==> src/rtl/aic_pkg.sv <==
// Constants for the converter interface control block
package aic_pkg;
	// ---------------------------------------------------------------
	// Register map (SPI address space)
	// ---------------------------------------------------------------
	localparam logic [6:0] REG_DATA_CTRL = 7'h06;
	localparam logic [6:0] REG_IFC_CFG = 7'h07;
	localparam logic [7:0] DATA_CTRL_RST = 8'h80;
	localparam logic [3:0] IFC_CFG_RST = 4'h0;
	localparam int DC_SYNC_BIT = 7;
	localparam int DC_ONESHOT_BIT = 4;
	localparam int IFC_CRC_LSB = 2;
	localparam int IFC_DIV_LSB = 0;
	// ---------------------------------------------------------------
	// Soft reset and SPI framing
	// ---------------------------------------------------------------
	localparam logic [1:0] SR_FIRST = 2'h3;
	localparam logic [1:0] SR_SECOND = 2'h2;
	localparam logic [15:0] POST_RST_WORD = 16'h0e00;
	localparam logic [4:0] SPI_LAST_BIT = 5'h0f;
	// ---------------------------------------------------------------
	// CRC and data framing
	// ---------------------------------------------------------------
	localparam logic [7:0] CRC_POLY = 8'h07;
	localparam logic [7:0] CRC_INIT = 8'h00;
	localparam logic [1:0] CRC_OFF = 2'h0;
	localparam logic [1:0] CRC_EVERY4 = 2'h1;
	localparam logic [3:0] CRC_LAST4 = 4'h3;
	localparam logic [3:0] CRC_LAST16 = 4'hf;
	localparam logic [4:0] FRAME_BITS = 5'h18;
	localparam logic [3:0] DIV_MAX = 4'h8;
endpackage : aic_pkg

==> src/rtl/aic_buf2.sv <==
// Two-entry buffer with valid/ready on both sides
`timescale 1ns/1ps
module aic_buf2 #(
	parameter int W = 27
) (
	input wire logic i_mclk, // Master clock
	input wire logic i_rst, // Synchronous reset, active high
	input wire logic i_valid, // Write side valid
	input wire logic [W-1:0] i_data, // Write side data
	output logic o_ready, // Write side ready, registered
	output logic o_valid, // Read side valid
	output logic [W-1:0] o_data, // Read side data
	input wire logic i_ready // Read side ready
);
	logic [W-1:0] mem_q [2];
	logic wr_ptr_q;
	logic rd_ptr_q;
	logic [1:0] cnt_q;
	logic [1:0] cnt_d;
	logic push;
	logic pop;

	// Handshakes; ready is a flop so a stall never ripples combinationally
	assign push = i_valid && o_ready;
	assign pop = o_valid && i_ready;
	assign o_valid = (cnt_q != 2'h0);
	assign o_data = mem_q[rd_ptr_q];
	assign cnt_d = cnt_q + {1'b0, push} - {1'b0, pop};

	// Pointer and count update
	always_ff @(posedge i_mclk) begin
		if (i_rst) begin
			wr_ptr_q <= 1'b0;
			rd_ptr_q <= 1'b0;
			cnt_q <= 2'h0;
			o_ready <= 1'b0;
		end else begin
			wr_ptr_q <= wr_ptr_q ^ push;
			rd_ptr_q <= rd_ptr_q ^ pop;
			cnt_q <= cnt_d;
			o_ready <= (cnt_d != 2'h2);
		end
	end

	// Storage
	always_ff @(posedge i_mclk) begin
		if (push) begin
			mem_q[wr_ptr_q] <= i_data;
		end
	end
endmodule : aic_buf2

==> src/rtl/aic_top.sv <==
// Interface control: SPI registers, soft reset, one-shot, CRC framing, data clock
// Summary of operation
// One-shot enabled: one conversion result per sync rising edge; clear disables it.
// Soft reset needs write 3 then write 2 to the reset field; 0 and 1 ignored.
// Completed soft reset sequence resets core and returns registers to defaults.
// First command after soft reset is answered next frame with 0x0E00.
// CRC select 00: no CRC, status header sent with every sample.
// CRC select 01: every fourth sample header replaced by CRC byte.
// CRC select 10 or 11: every sixteenth sample header replaced by CRC.
// CRC uses polynomial x^8 + x^2 + x + 1.
// CRC kept per channel, covering that channel's conversion data only.
// Divider field 00/01/10/11 gives master clock divided by 8/4/2/1.
// Data clock derives from master clock and shifts data out on the lane.
// Host picks no division when decimate-by-32 runs on two lanes.
// Interface configuration at address 0x07, reset 0x0: no CRC, divide by 8.
// Every sync pulse resets filters; no output until filters settle.
// Undefined register bits ignore writes and read as zero.
`timescale 1ns/1ps
module aic_top #(
	parameter int NCH = 8, // Channels
	parameter int CH_W = 3 // Channel index width
) (
	input wire logic i_mclk, // Master clock, 100 MHz
	input wire logic i_sys_rst, // Synchronous reset, active high
	input wire logic i_spi_sclk, // SPI clock pin
	input wire logic i_spi_cs_n, // SPI chip select pin, active low
	input wire logic i_spi_mosi, // SPI data in pin
	output logic o_spi_miso, // SPI data out
	input wire logic i_sync_in, // Sync pin
	input wire logic i_filter_settled, // Filters settled, from core
	input wire logic i_sample_valid, // Conversion sample valid
	input wire logic [CH_W-1:0] i_sample_chan, // Sample channel
	input wire logic [7:0] i_sample_status, // Status header byte
	input wire logic [15:0] i_sample_data, // Conversion data
	output logic o_sample_ready, // Sample taken
	output logic o_filter_reset, // Pulse: reset filters
	output logic o_core_reset, // Pulse: soft reset of core
	output logic o_data_output_clock, // Data output clock
	output logic o_data_output_lanes, // Serial data lane
	output logic o_data_frame // High on first bit of a word
);
	localparam int BW = CH_W + 24;
	// ---------------------------------------------------------------
	// Pin synchronisers
	// ---------------------------------------------------------------
	logic [2:0] sclk_s;
	logic [2:0] cs_s;
	logic [1:0] mosi_s;
	logic [2:0] sync_s;

	// Two flops before use; third stage only feeds edge detection
	always_ff @(posedge i_mclk) begin
		sclk_s <= {sclk_s[1:0], i_spi_sclk};
		cs_s <= {cs_s[1:0], i_spi_cs_n};
		mosi_s <= {mosi_s[0], i_spi_mosi};
		sync_s <= {sync_s[1:0], i_sync_in};
	end

	logic sclk_rise;
	logic sclk_fall;
	logic cs_fall;
	logic sel;
	logic sync_rise;
	assign sclk_rise = sclk_s[1] && !sclk_s[2];
	assign sclk_fall = !sclk_s[1] && sclk_s[2];
	assign cs_fall = !cs_s[1] && cs_s[2];
	assign sel = !cs_s[1];
	assign sync_rise = sync_s[1] && !sync_s[2];

	// ---------------------------------------------------------------
	// SPI frame receive and decode
	// ---------------------------------------------------------------
	logic [15:0] rx_q;
	logic [4:0] rx_cnt_q;
	logic frame_done;
	logic [15:0] cmd;
	logic is_wr;
	logic wr_dc;
	logic wr_ifc;
	assign frame_done = sel && sclk_rise && (rx_cnt_q == aic_pkg::SPI_LAST_BIT);
	assign cmd = {rx_q[14:0], mosi_s[1]};
	assign is_wr = frame_done && !cmd[15];
	assign wr_dc = is_wr && (cmd[14:8] == aic_pkg::REG_DATA_CTRL);
	assign wr_ifc = is_wr && (cmd[14:8] == aic_pkg::REG_IFC_CFG);

	// Bit counter restarts whenever select is released
	always_ff @(posedge i_mclk) begin
		if (i_sys_rst || !sel) begin
			rx_cnt_q <= 5'h00;
		end else if (sclk_rise) begin
			rx_q <= cmd;
			rx_cnt_q <= rx_cnt_q + 5'h01;
		end
	end

	// ---------------------------------------------------------------
	// Registers and soft reset
	// ---------------------------------------------------------------
	logic soft_rst_q;
	logic rst_all;
	logic armed_q;
	logic post_rst_q;
	logic dc_sync_q;
	logic dc_oneshot_q;
	logic [3:0] ifc_q;
	logic sr_fire;
	logic [7:0] rdata;
	logic [1:0] crc_sel;
	logic [1:0] div_sel;
	assign rst_all = i_sys_rst || soft_rst_q;
	assign crc_sel = ifc_q[aic_pkg::IFC_CRC_LSB +: 2];
	assign div_sel = ifc_q[aic_pkg::IFC_DIV_LSB +: 2];
	// second write only counts straight after the first
	assign sr_fire = wr_dc && armed_q && (cmd[1:0] == aic_pkg::SR_SECOND);
	// undefined bits read as zero
	assign rdata = (cmd[14:8] == aic_pkg::REG_DATA_CTRL) ?
		{dc_sync_q, 2'h0, dc_oneshot_q, 4'h0} :
		(cmd[14:8] == aic_pkg::REG_IFC_CFG) ? {4'h0, ifc_q} : 8'h00;

	// any other write breaks the sequence
	always_ff @(posedge i_mclk) begin
		if (rst_all) begin
			armed_q <= 1'b0;
		end else if (is_wr) begin
			armed_q <= wr_dc && (cmd[1:0] == aic_pkg::SR_FIRST);
		end
	end

	// reset pulse; R4 answer flag armed by it
	always_ff @(posedge i_mclk) begin
		if (i_sys_rst) begin
			soft_rst_q <= 1'b0;
			post_rst_q <= 1'b0;
		end else begin
			soft_rst_q <= sr_fire;
			if (soft_rst_q) begin
				post_rst_q <= 1'b1;
			end else if (frame_done) begin
				post_rst_q <= 1'b0;
			end
		end
	end

	// reset values; R3 soft reset returns them too; R15 drops other bits
	always_ff @(posedge i_mclk) begin
		if (rst_all) begin
			dc_sync_q <= aic_pkg::DATA_CTRL_RST[aic_pkg::DC_SYNC_BIT];
			dc_oneshot_q <= aic_pkg::DATA_CTRL_RST[aic_pkg::DC_ONESHOT_BIT];
			ifc_q <= aic_pkg::IFC_CFG_RST;
		end else begin
			if (wr_dc) begin
				dc_sync_q <= cmd[aic_pkg::DC_SYNC_BIT];
				dc_oneshot_q <= cmd[aic_pkg::DC_ONESHOT_BIT];
			end
			if (wr_ifc) begin
				ifc_q <= cmd[3:0];
			end
		end
	end

	// ---------------------------------------------------------------
	// SPI answer: shifted out during the following frame
	// ---------------------------------------------------------------
	logic [15:0] tx_word_q;
	logic [15:0] tx_sh_q;

	// fixed word answers the first command after a soft reset
	always_ff @(posedge i_mclk) begin
		if (i_sys_rst) begin
			tx_word_q <= 16'h0000;
			tx_sh_q <= 16'h0000;
			o_spi_miso <= 1'b0;
		end else begin
			if (frame_done) begin
				tx_word_q <= post_rst_q ? aic_pkg::POST_RST_WORD : {cmd[15:8], rdata};
			end
			if (cs_fall) begin
				tx_sh_q <= tx_word_q;
				o_spi_miso <= tx_word_q[15];
			end else if (sel && sclk_fall) begin
				tx_sh_q <= {tx_sh_q[14:0], 1'b0};
				o_spi_miso <= tx_sh_q[14];
			end
		end
	end

	// ---------------------------------------------------------------
	// Sync, settling and one-shot admission
	// ---------------------------------------------------------------
	logic hold_q;
	logic shot_q;
	logic gate_open;
	logic take;
	logic admit;
	assign gate_open = !hold_q && (!dc_oneshot_q || shot_q);
	// Samples arriving while the gate is shut are consumed and dropped
	assign take = i_sample_valid && o_sample_ready;
	assign admit = take && gate_open;

	// filter reset on every sync rising edge, hold output until settled
	always_ff @(posedge i_mclk) begin
		if (rst_all) begin
			o_filter_reset <= 1'b0;
			hold_q <= 1'b0;
		end else begin
			o_filter_reset <= sync_rise;
			if (sync_rise) begin
				hold_q <= 1'b1;
			end else if (!o_filter_reset && i_filter_settled) begin
				hold_q <= 1'b0;
			end
		end
	end

	// one token per sync rising edge in one-shot mode
	always_ff @(posedge i_mclk) begin
		if (rst_all || !dc_oneshot_q) begin
			shot_q <= 1'b0;
		end else if (sync_rise) begin
			shot_q <= 1'b1;
		end else if (admit) begin
			shot_q <= 1'b0;
		end
	end

	assign o_core_reset = soft_rst_q;

	// ---------------------------------------------------------------
	// Buffer between admission and the serialiser
	// ---------------------------------------------------------------
	logic b_valid;
	logic b_ready;
	logic [BW-1:0] b_data;
	aic_buf2 #(.W(BW)) u_buf (
		.i_mclk(i_mclk),
		.i_rst(rst_all),
		.i_valid(admit),
		.i_data({i_sample_chan, i_sample_status, i_sample_data}),
		.o_ready(o_sample_ready),
		.o_valid(b_valid),
		.o_data(b_data),
		.i_ready(b_ready)
	);

	// ---------------------------------------------------------------
	// Per-channel CRC and header choice
	// ---------------------------------------------------------------
	// bitwise CRC over 16 data bits, MSB first
	function automatic logic [7:0] crc8(input logic [7:0] c, input logic [15:0] d);
		logic [7:0] r;
		r = c;
		for (int i = 15; i >= 0; i--) begin
			r = (r[7] ^ d[i]) ? ({r[6:0], 1'b0} ^ aic_pkg::CRC_POLY) : {r[6:0], 1'b0};
		end
		return r;
	endfunction : crc8

	logic [7:0] crc_q [NCH];
	logic [3:0] cnt_q [NCH];
	logic [CH_W-1:0] p_ch;
	logic [15:0] p_dat;
	logic [7:0] crc_nx;
	logic [3:0] last_n;
	logic crc_slot;
	logic pop;
	logic [7:0] header;
	assign p_ch = b_data[BW-1 -: CH_W];
	assign p_dat = b_data[15:0];
	// CRC per channel over its data only
	assign crc_nx = crc8(crc_q[p_ch], p_dat);
	// slot length follows the select field
	assign last_n = (crc_sel == aic_pkg::CRC_EVERY4) ? aic_pkg::CRC_LAST4 : aic_pkg::CRC_LAST16;
	assign crc_slot = (crc_sel != aic_pkg::CRC_OFF) && (cnt_q[p_ch] == last_n);
	// status header unless this is a CRC slot
	assign header = crc_slot ? crc_nx : b_data[23:16];

	// one accumulator and sample count per channel
	genvar g;
	for (g = 0; g < NCH; g++) begin : g_chan
		always_ff @(posedge i_mclk) begin
			if (rst_all) begin
				crc_q[g] <= aic_pkg::CRC_INIT;
				cnt_q[g] <= 4'h0;
			end else if (pop && (p_ch == CH_W'(g))) begin
				crc_q[g] <= crc_slot ? aic_pkg::CRC_INIT : crc_nx;
				cnt_q[g] <= crc_slot ? 4'h0 : (cnt_q[g] + 4'h1);
			end
		end
	end

	// ---------------------------------------------------------------
	// Data clock divider and serialiser
	// ---------------------------------------------------------------
	logic [3:0] div_n;
	logic [3:0] div_cnt_q;
	logic [3:0] div_cnt_d;
	logic data_output_clock_d;
	logic bit_en;
	logic [23:0] sh_q;
	logic [4:0] left_q;
	// 8 >> field gives 8, 4, 2, 1
	assign div_n = aic_pkg::DIV_MAX >> div_sel;
	assign bit_en = (div_cnt_q == 4'h0);
	assign div_cnt_d = (div_cnt_q + 4'h1 >= div_n) ? 4'h0 : (div_cnt_q + 4'h1);
	// Low in the first half after a bit change, high in the second; divide 1 stays high
	assign data_output_clock_d = (div_cnt_d == 4'h0) || (div_cnt_d > (div_n >> 1));
	assign b_ready = (left_q == 5'h00) && bit_en;
	assign pop = b_valid && b_ready;

	// one data bit per divided period; clock high in second half
	always_ff @(posedge i_mclk) begin
		if (rst_all) begin
			div_cnt_q <= 4'h0;
			o_data_output_clock <= 1'b0;
		end else begin
			div_cnt_q <= div_cnt_d;
			o_data_output_clock <= data_output_clock_d;
		end
	end

	// word is header then 16 data bits, MSB first
	always_ff @(posedge i_mclk) begin
		if (rst_all) begin
			sh_q <= 24'h000000;
			left_q <= 5'h00;
			o_data_output_lanes <= 1'b0;
			o_data_frame <= 1'b0;
		end else if (pop) begin
			// Header MSB leaves now, so the shifter starts at header bit 6
			sh_q <= {header[6:0], p_dat, 1'b0};
			left_q <= aic_pkg::FRAME_BITS - 5'h01;
			o_data_output_lanes <= header[7];
			o_data_frame <= 1'b1;
		end else if (bit_en) begin
			o_data_frame <= 1'b0;
			if (left_q != 5'h00) begin
				o_data_output_lanes <= sh_q[23];
				sh_q <= {sh_q[22:0], 1'b0};
				left_q <= left_q - 5'h01;
			end
		end
	end
endmodule : aic_top
==> config.mk <==
export PLATFORM = sky130hd
export DESIGN_NAME = aic_top
export DESIGN_NICKNAME = d
export VERILOG_FILES = /design/src/rtl/aic_pkg.sv /design/src/rtl/aic_buf2.sv /design/src/rtl/aic_top.sv
export SDC_FILE = /design/constraint.sdc
export NUM_CORES = 1
export LEC_CHECK = 0
export CAP_MARGIN = 5
export CORE_ASPECT_RATIO = 1.5
export CORE_MARGIN = 1
export CORE_UTILIZATION = 50
export CTS_CLUSTER_SIZE = 25
export DETAILED_ROUTE_END_ITERATION = 12
export DONT_BUFFER_PORTS = 1
export PLACE_DENSITY = 0.66
export SETUP_SLACK_MARGIN = 0.1
export SYNTH_ARGS = -nofsm -noshare
export SYNTH_HDL_FRONTEND = slang
export SYNTH_SLANG_ARGS = --single-unit
==> constraint.sdc <==
create_clock -name i_mclk -period 5.76 [get_ports i_mclk]
set_input_delay 0.288 -clock i_mclk [delete_from_list [all_inputs] [get_ports i_mclk]]
set_output_delay 0.288 -clock i_mclk [all_outputs]
set_load 0.03 [all_outputs]
==> results.md, run 1 <==
- TNS Setup: 0 ns
- Clk sinks: 263
- Reg2Reg Depth: 8
- GRT overflow: 0
- Commonest non-fill, non-tap cell in the layout: edfxtp_1
- Initial DRT Pass Iterations: 5
- Setup Viol. Count Final: 0
- Worst-Skew Late Latency: 0.54 ns
- Clock share of power: 25.2%
- Psw: 2.63 mW
- Worst slew pin tran: 1.17 ns
- Cell taking the most area after synthesis: edfxtp_1
- ANT nets after route: 0
- Initial drt markers: 612
- CP Launch Type: flip-flop
- Io pins: 42
- Synth cell types: 79
- Core area: 23200 um^2
- Number of global-route vias before repair: 7945
- Sequential power share: 34.5%
- Starting Density: 51.4%
- Synth Area per Inst: 11.3 um^2
- H-tree levels: 1
- LEAKAGE: 4.90 nW
- Post-synth EDFFs: 165
- P_int: 4.13 mW
- Outcome: completed
- Final Max Slew Viols: 0
- Ant diodes: 0
- DRC errors left: 0
- Max-cap violations: 0
- Synth Warn #: 0
- Die Ht: 191 um
- Design Area, Final: 13400 um^2
- Worst hold margin: 0.0246 ns
- Main synth FF type: edfxtp_1
- Hold Path Sink: tx_word_q[14]
- Hold Vio Cnt, Final: 0
- CTS Buffer Depth: 3
- Finished Core Util: 57.7%
- Unrepaired setup endpoints after global routing: false
- Reg clk slew, reported paths: 0.06 ns
- Dpl cell area: 12200 um^2
- Post-Syn Area: 11900 um^2
- Critical Path AT: 4.22 ns
- Antenna violations before repair: 0
- Row count: 68
- Final setup margin: 1.81 ns
- Worst Path Max Fanout: 27
- Max VDD drop: 0.000475 V
- Yosys top cell area share: 41.5%
- Switch share: 38.9%
- Global-route wire length before repair: 43300 um
- Average wire per standard cell: 19.7 um
- IO buf count: 0
- Final WL: 27800 um
- Reg2Reg Capture Point: crc_q[4][1]
- Pwr dens: 505 nW/um^2
- Die width: 128 um
- Via/cell ratio: 5.75
- GRT Overall Usage: 23.1%
- Area contributors post-synth: edfxtp_1 41%, dfxtp_1 16%, nor2_1 5.1%
- Die ar.: 24500 um^2
- Final period util: 68.6%
- Most frequent cells in the layout: 165 x edfxtp_1, 163 x nor2_1, 97 x dfxtp_1, 92 x nand2_1, 57 x a21oi_1
- Combinational share of power: 40.2%
- Clk_skew: 0.0212 ns
- Fmax: 253 MHz
- Required time worst endpoint: 6.03 ns
- CTS tree: built
- Share of the yosys chip area belonging to registers: 57.9%
- Largest net degree at the start of global routing: 39
- Worst hold start: i_sys_rst
- Cts bufs inserted: 26
- Vias after detailed routing: 8102
- Net count, final: 1135
- Synth Instances: 1053
- Post-CTS Setup Inserts: 0
- Slew Limit Headroom: 20.8%
- Hpwl dp: 18600 um
- Share of cells above drive strength 1: 8.77%
- Asr flop ratio synth: 0%
- Worst hold-check path type: input port to flip-flop
- Dpl ws: 1.84 ns
- Critical path capture point type: flip-flop
- Crit Path Class: flip-flop to flip-flop
- Worst hold path stage count: 2
- Worst reg2reg path startpoint: u_buf.rd_ptr_q
- Synth Register Bits: 263
- RD Place Congestion: 0.877
- Syn nets: 1112
- Layout area overhead: 12.1%
- Root buf cell: clkbuf_16
- Fin crit period: 3.95 ns
- R2R setup slack: 1.81 ns
==> layout make-up <==
class / count / area, um^2
clock buffers: 31 / 669
fillers: 1975 / 9830
multi-input cells: 717 / 4700
repair buffers: 49 / 460
inverters: 19 / 71.3
clock inverters: 16 / 185
well taps: 315 / 394
flip-flops and latches: 263 / 6920
==> cells by family after synthesis <==
family / after synthesis / share of synthesized area [%]
xor+xnor: 60 / 5.99
fa+ha+maj: 24 / 2.51
compound gates: 163 / 9.18
flops: 263 / 57.9
simple gates: 409 / 16.1
mux: 61 / 5.51
buf+inv: 73 / 2.86
==> metal layers <==
layer  wire length, um  global-route usage [%]  share of wire [%]
met5                 0                       0                  0
met4              1440                    11.9                5.2
met3              1050                    2.66                3.8
met2             14000                    40.6                 50
met1             11300                    27.8                 41
==> stage by stage <==
step / total power [mW] / std cells
floorplan: 4.26 / 1053
global placement: 5.05 / 1330
detailed placement: 5.05 / 1330
CTS: 6.79 / 1410
global route: 7.04 / 1410
finish: 6.77 / 1410
==> worst max-delay path, stage by stage (launching register included) <==
cell	delay (ns)
dfxtp_2	0.67
mux2i_4	0.81
mux2i_1	0.18
mux2i_1	0.58
xnor2_1	0.26
nor3_1	0.35
nor3_1	0.14
nor2_1	0.55
nor2_1	0.10
==> worst max path at each step <==
| stage | start | to | slack, ns | cells after the start |
|---|---|---|---|---|
| floorplan | u_buf.mem_q[1][25] | crc_q[0][4] | 2.78 | 10 |
| global placement | u_buf.rd_ptr_q | crc_q[6][1] | 1.85 | 8 |
| detailed placement | u_buf.rd_ptr_q | crc_q[4][1] | 1.84 | 8 |
| CTS | u_buf.rd_ptr_q | crc_q[2][1] | 1.79 | 8 |
| global route | u_buf.rd_ptr_q | crc_q[2][1] | 1.57 | 8 |
| finish | u_buf.rd_ptr_q | crc_q[4][1] | 1.81 | 8 |
==> state kept, by name, indices dropped and copies added, names as in the netlist, 5 cells and up <==
register / count
tx_sh_q: 15
sh_q: 23
tx_word_q: 14
u_buf.mem_q: 54
rx_cnt_q: 5
cnt_q: 32
crc_q: 64
left_q: 5
rx_q: 15
==> cell usage after synthesis (all sizes together) (4+ instances only) <==
cell type,n
nand3,52
and2,7
buf,25
dfxtp,98
a22oi,4
a31oi,9
nand2b,11
a211oi,18
edfxtp,165
a21oi,58
nor3b,4
nor2,166
or2,4
xnor2,27
xnor3,8
nand3b,16
mux2i,52
nand2,92
and3,14
nor3,17
a21o,6
clkbuf,29
mux2,9
nor2b,7
inv,19
o21ai,22
o22a,5
xor2,23
a32oi,4
a22o,4
nand4,7
ha,24
==> power by group through the flow <==
stage                     Clock (mW)  Combinational (mW)  Sequential, mW
after floorplan                    0                1.94            2.32
after global placement             0                2.68            2.37
after detailed placement           0                2.68            2.37
after CTS                       1.74                2.72            2.34
after global routing            1.82                2.87            2.36
final                           1.71                2.72            2.34
==> timing repair <==
item / CTS / global route
gates resized for setup: 0 / 0
endpoints found under the setup margin: 0 / 0
hold buffers: 33 / 0
endpoints found under the hold margin: 92 / 0
No activity file was read; power rests on OpenSTA's default activity.
==> run 2, diff against run 1 <==
--- a/config.mk
+++ b/config.mk
@@ -12,7 +12,7 @@
 export CTS_CLUSTER_SIZE = 25
 export DETAILED_ROUTE_END_ITERATION = 12
 export DONT_BUFFER_PORTS = 1
-export PLACE_DENSITY = 0.66
+export PLACE_DENSITY = 0.69
 export SETUP_SLACK_MARGIN = 0.1
 export SYNTH_ARGS = -nofsm -noshare
 export SYNTH_HDL_FRONTEND = slang
==> constraint.sdc (replaced) <==
create_clock -name i_mclk -period 3.28 [get_ports i_mclk]
set_input_delay 0.164 -clock i_mclk [delete_from_list [all_inputs] [get_ports i_mclk]]
set_output_delay 0.164 -clock i_mclk [all_outputs]
set_load 0.03 [all_outputs]
==> results.md, run 2 (synthesis results as in run 1) <==
- Finished Core Util: 61.5% (was 57.7%)
- Sequential power share: 30.4% (was 34.5%)
- Area of the multi-input gates: 4830 um^2 (was 4700 um^2)
- Critical Path AT: 3.57 ns (was 4.22 ns)
- Ant diodes: 0 (unchanged)
- Setup Viol. Count Final: 0 (unchanged)
- Core area: 23200 um^2 (unchanged)
- GRT Overall Usage: 24.0% (was 23.1%)
- Critical path cell sequence: mux2_4, a32o_1, a2111o_1, a21o_1, and2_4, xnor2_2, xnor2_2, buf_4, xnor3_2, nor2_2 (was mux2i_4, mux2i_1, mux2i_1, xnor2_1, nor3_1, nor3_1, nor2_1, nor2_1)
- Clk_skew: 0.0219 ns (was 0.0212 ns)
- Max-cap violations: 0 (unchanged)
- Clock share of power: 22.6% (was 25.2%)
- Net count, final: 1226 (was 1135)
- Pwr dens: 940 nW/um^2 (was 505 nW/um^2)
- Unrepaired setup endpoints after global routing: true (was false)
- Layout area overhead: 19.5% (was 12.1%)
- CTS Buffer Depth: 3 (unchanged)
- Final Max Slew Viols: 0 (unchanged)
- Crit-path most repeated cell: xnor2_2
- Final period util: 96.9% (was 68.6%)
- Hold Path Sink: sync_s[0] (was tx_word_q[14])
- DRC errors left: 0 (unchanged)
- Crit Path Class: flip-flop to flip-flop (unchanged)
- Via/cell ratio: 5.64 (was 5.75)
- Antenna violations before repair: 0 (unchanged)
- R2R setup slack: 0.10 ns (was 1.81 ns)
- Final WL: 29100 um (was 27800 um)
- P_int: 8.46 mW (was 4.13 mW)
- TNS Setup: 0 ns (unchanged)
- Clk sinks: 263 (unchanged)
- Share of cells above drive strength 1: 17.2% (was 8.77%)
- Cts bufs inserted: 25 (was 26)
- CP max stage delay: 0.49 ns (was 0.81 ns)
- Die Ht: 191 um (unchanged)
- Top reg by flops: crc_q (unchanged)
- RD Place Congestion: 0.871 (was 0.877)
- Global-route wire length before repair: 45000 um (was 43300 um)
- Combinational share of power: 47.0% (was 40.2%)
- Root buf cell: clkbuf_16 (unchanged)
- Max VDD drop: 0.00103 V (was 0.000475 V)
- ANT nets after route: 0 (unchanged)
- Worst path top cell family by delay: XOR/XNOR gates (was multiplexers)
- Commonest non-fill, non-tap cell in the layout: edfxtp_1 (unchanged)
- Hpwl dp: 20000 um (was 18600 um)
- Slew Limit Headroom: 31.0% (was 20.8%)
- Required time worst endpoint: 3.67 ns (was 6.03 ns)
- Largest net degree at the start of global routing: 38 (was 39)
- Switch share: 36.9% (was 38.9%)
- H-tree levels: 1 (unchanged)
- Initial DRT Pass Iterations: 5 (unchanged)
- Number of global-route vias before repair: 8309 (was 7945)
- Psw: 4.95 mW (was 2.63 mW)
- Initial drt markers: 569 (was 612)
- Vias after detailed routing: 8466 (was 8102)
- Reg2Reg Capture Point: crc_q[5][2] (was crc_q[4][1])
- Outcome: completed (unchanged)
- Slowest cell on the critical path: xnor3_2 (was mux2i_4)
- Fin crit period: 3.18 ns (was 3.95 ns)
- Worst hold margin: 0.182 ns (was 0.0246 ns)
- LEAKAGE: 5.39 nW (was 4.90 nW)
- Most frequent cells in the layout: 165 x edfxtp_1, 160 x nor2_1, 99 x buf_4, 97 x dfxtp_1, 92 x nand2_1 (was 165 x edfxtp_1, 163 x nor2_1, 97 x dfxtp_1, 92 x nand2_1, 57 x a21oi_1)
- CTS tree: built (unchanged)
- Die ar.: 24500 um^2 (unchanged)
- Largest regs: crc_q x64, u_buf.mem_q x54, cnt_q x32 (unchanged)
- IO buf count: 0 (unchanged)
- Fmax: 315 MHz (was 253 MHz)
- Worst hold start: i_sync_in (was i_sys_rst)
- Largest register FFs: 64 (unchanged)
- Worst reg2reg path startpoint: u_buf.mem_q[1][25] (was u_buf.rd_ptr_q)
- Final cell count without fillers: 1501 (was 1410)
- Crit path buf inv count: 1 (was 0)
- Io pins: 42 (unchanged)
- CP Launch Type: flip-flop (unchanged)
- Total of fill cells in the finished design: 1919 (was 1975)
- Worst Path Max Fanout: 5 (was 27)
- Die width: 128 um (unchanged)
- Worst hold-check path type: input port to flip-flop (unchanged)
- DP Cell Count: 1397 (was 1330)
- Reg clk slew, reported paths: 0.07 ns (was 0.06 ns)
- Reg2Reg Depth: 10 (was 8)
- Average wire per standard cell: 19.4 um (was 19.7 um)
- GRT overflow: 0 (unchanged)
- FF+latch area: 6920 um^2 (about the same)
- Hold Vio Cnt, Final: 0 (unchanged)
- Critical path capture point type: flip-flop (unchanged)
- Worst-Skew Late Latency: 0.53 ns (was 0.54 ns)
- Worst hold path stage count: 1 (was 2)
- Starting Density: 51.4% (unchanged)
- Row count: 68 (unchanged)
- Worst slew pin tran: 1.03 ns (was 1.17 ns)
-- run 2: cell count changes in the layout (fill, tap and decap cells not counted), moves of 2 or more --
cell,before,now
mux2i_2,1,3
buf_4,16,99
xnor2_2,4,7
nor2_2,2,5
dlygate4sd3_1,32,35
mux2i_1,49,46
nor2_1,163,160
xor2_1,21,19
buf_12,1,5
clkbuf_1,5,2
xnor2_1,23,20
xor2_2,2,4
-- run 2: through the flow --
stage          setup slack (ns)  power [mW]  area [um^2]
2_1_floorplan             0.296        7.47        11900
6_report                  0.101        13.4        14300
5_1_grt                  0.0295        14.0        14300
4_1_cts                  0.0803        13.0        14000
3_3_place_gp             0.0642        9.42        12800
3_5_place_dp             0.0411        9.46        12800
-- run 2: power groups by stage --
stage                     Clock [mW]  Sequential [mW]  Combinational, mW
after floorplan                    0             4.07               3.41
after global placement             0             4.14               5.29
after detailed placement           0             4.14               5.32
after CTS                       3.08             4.07               5.83
after global routing            3.22             4.10               6.66
final                           3.03             4.07               6.31
-- run 2: repair_timing --
action / 4_1_cts / 5_1_grt
setup buffers: 5 / 16
gates resized for setup: 2 / 25
hold buffers: 36 / 0
cloned: 1 / 0
endpoints found under the hold margin: 98 / 0
pin swaps: 3 / 16
endpoints found under the setup margin: 54 / 100
-- run 2: final cells by class --
type	count	share of cell area, %
timing repair buffer	140	8.44
multi-input combinational	718	33.9
inverter	19	0.500
clock buffer	27	4.44
clock inverter	19	1.53
sequential	263	48.5
tap	315	2.76
-- run 2: worst max-delay path by stage --
stage | endpoint | from | slack, ns | cells after the start
floorplan | crc_q[0][4] | u_buf.mem_q[1][25] | 0.30 | 10
finish | crc_q[5][2] | u_buf.mem_q[1][25] | 0.10 | 10
CTS | sh_q[19] | u_buf.rd_ptr_q | 0.08 | 10
global placement | sh_q[18] | u_buf.mem_q[0][24] | 0.06 | 10
detailed placement | sh_q[19] | u_buf.mem_q[0][24] | 0.04 | 10
global route | crc_q[5][2] | u_buf.mem_q[1][25] | 0.03 | 10
-- run 2: layer usage --
layer,part of all wire [%],track usage (%)
met1,40,28.3
met2,53,44.5
met3,3.6,2.71
met4,3.3,8.33
met5,0,0
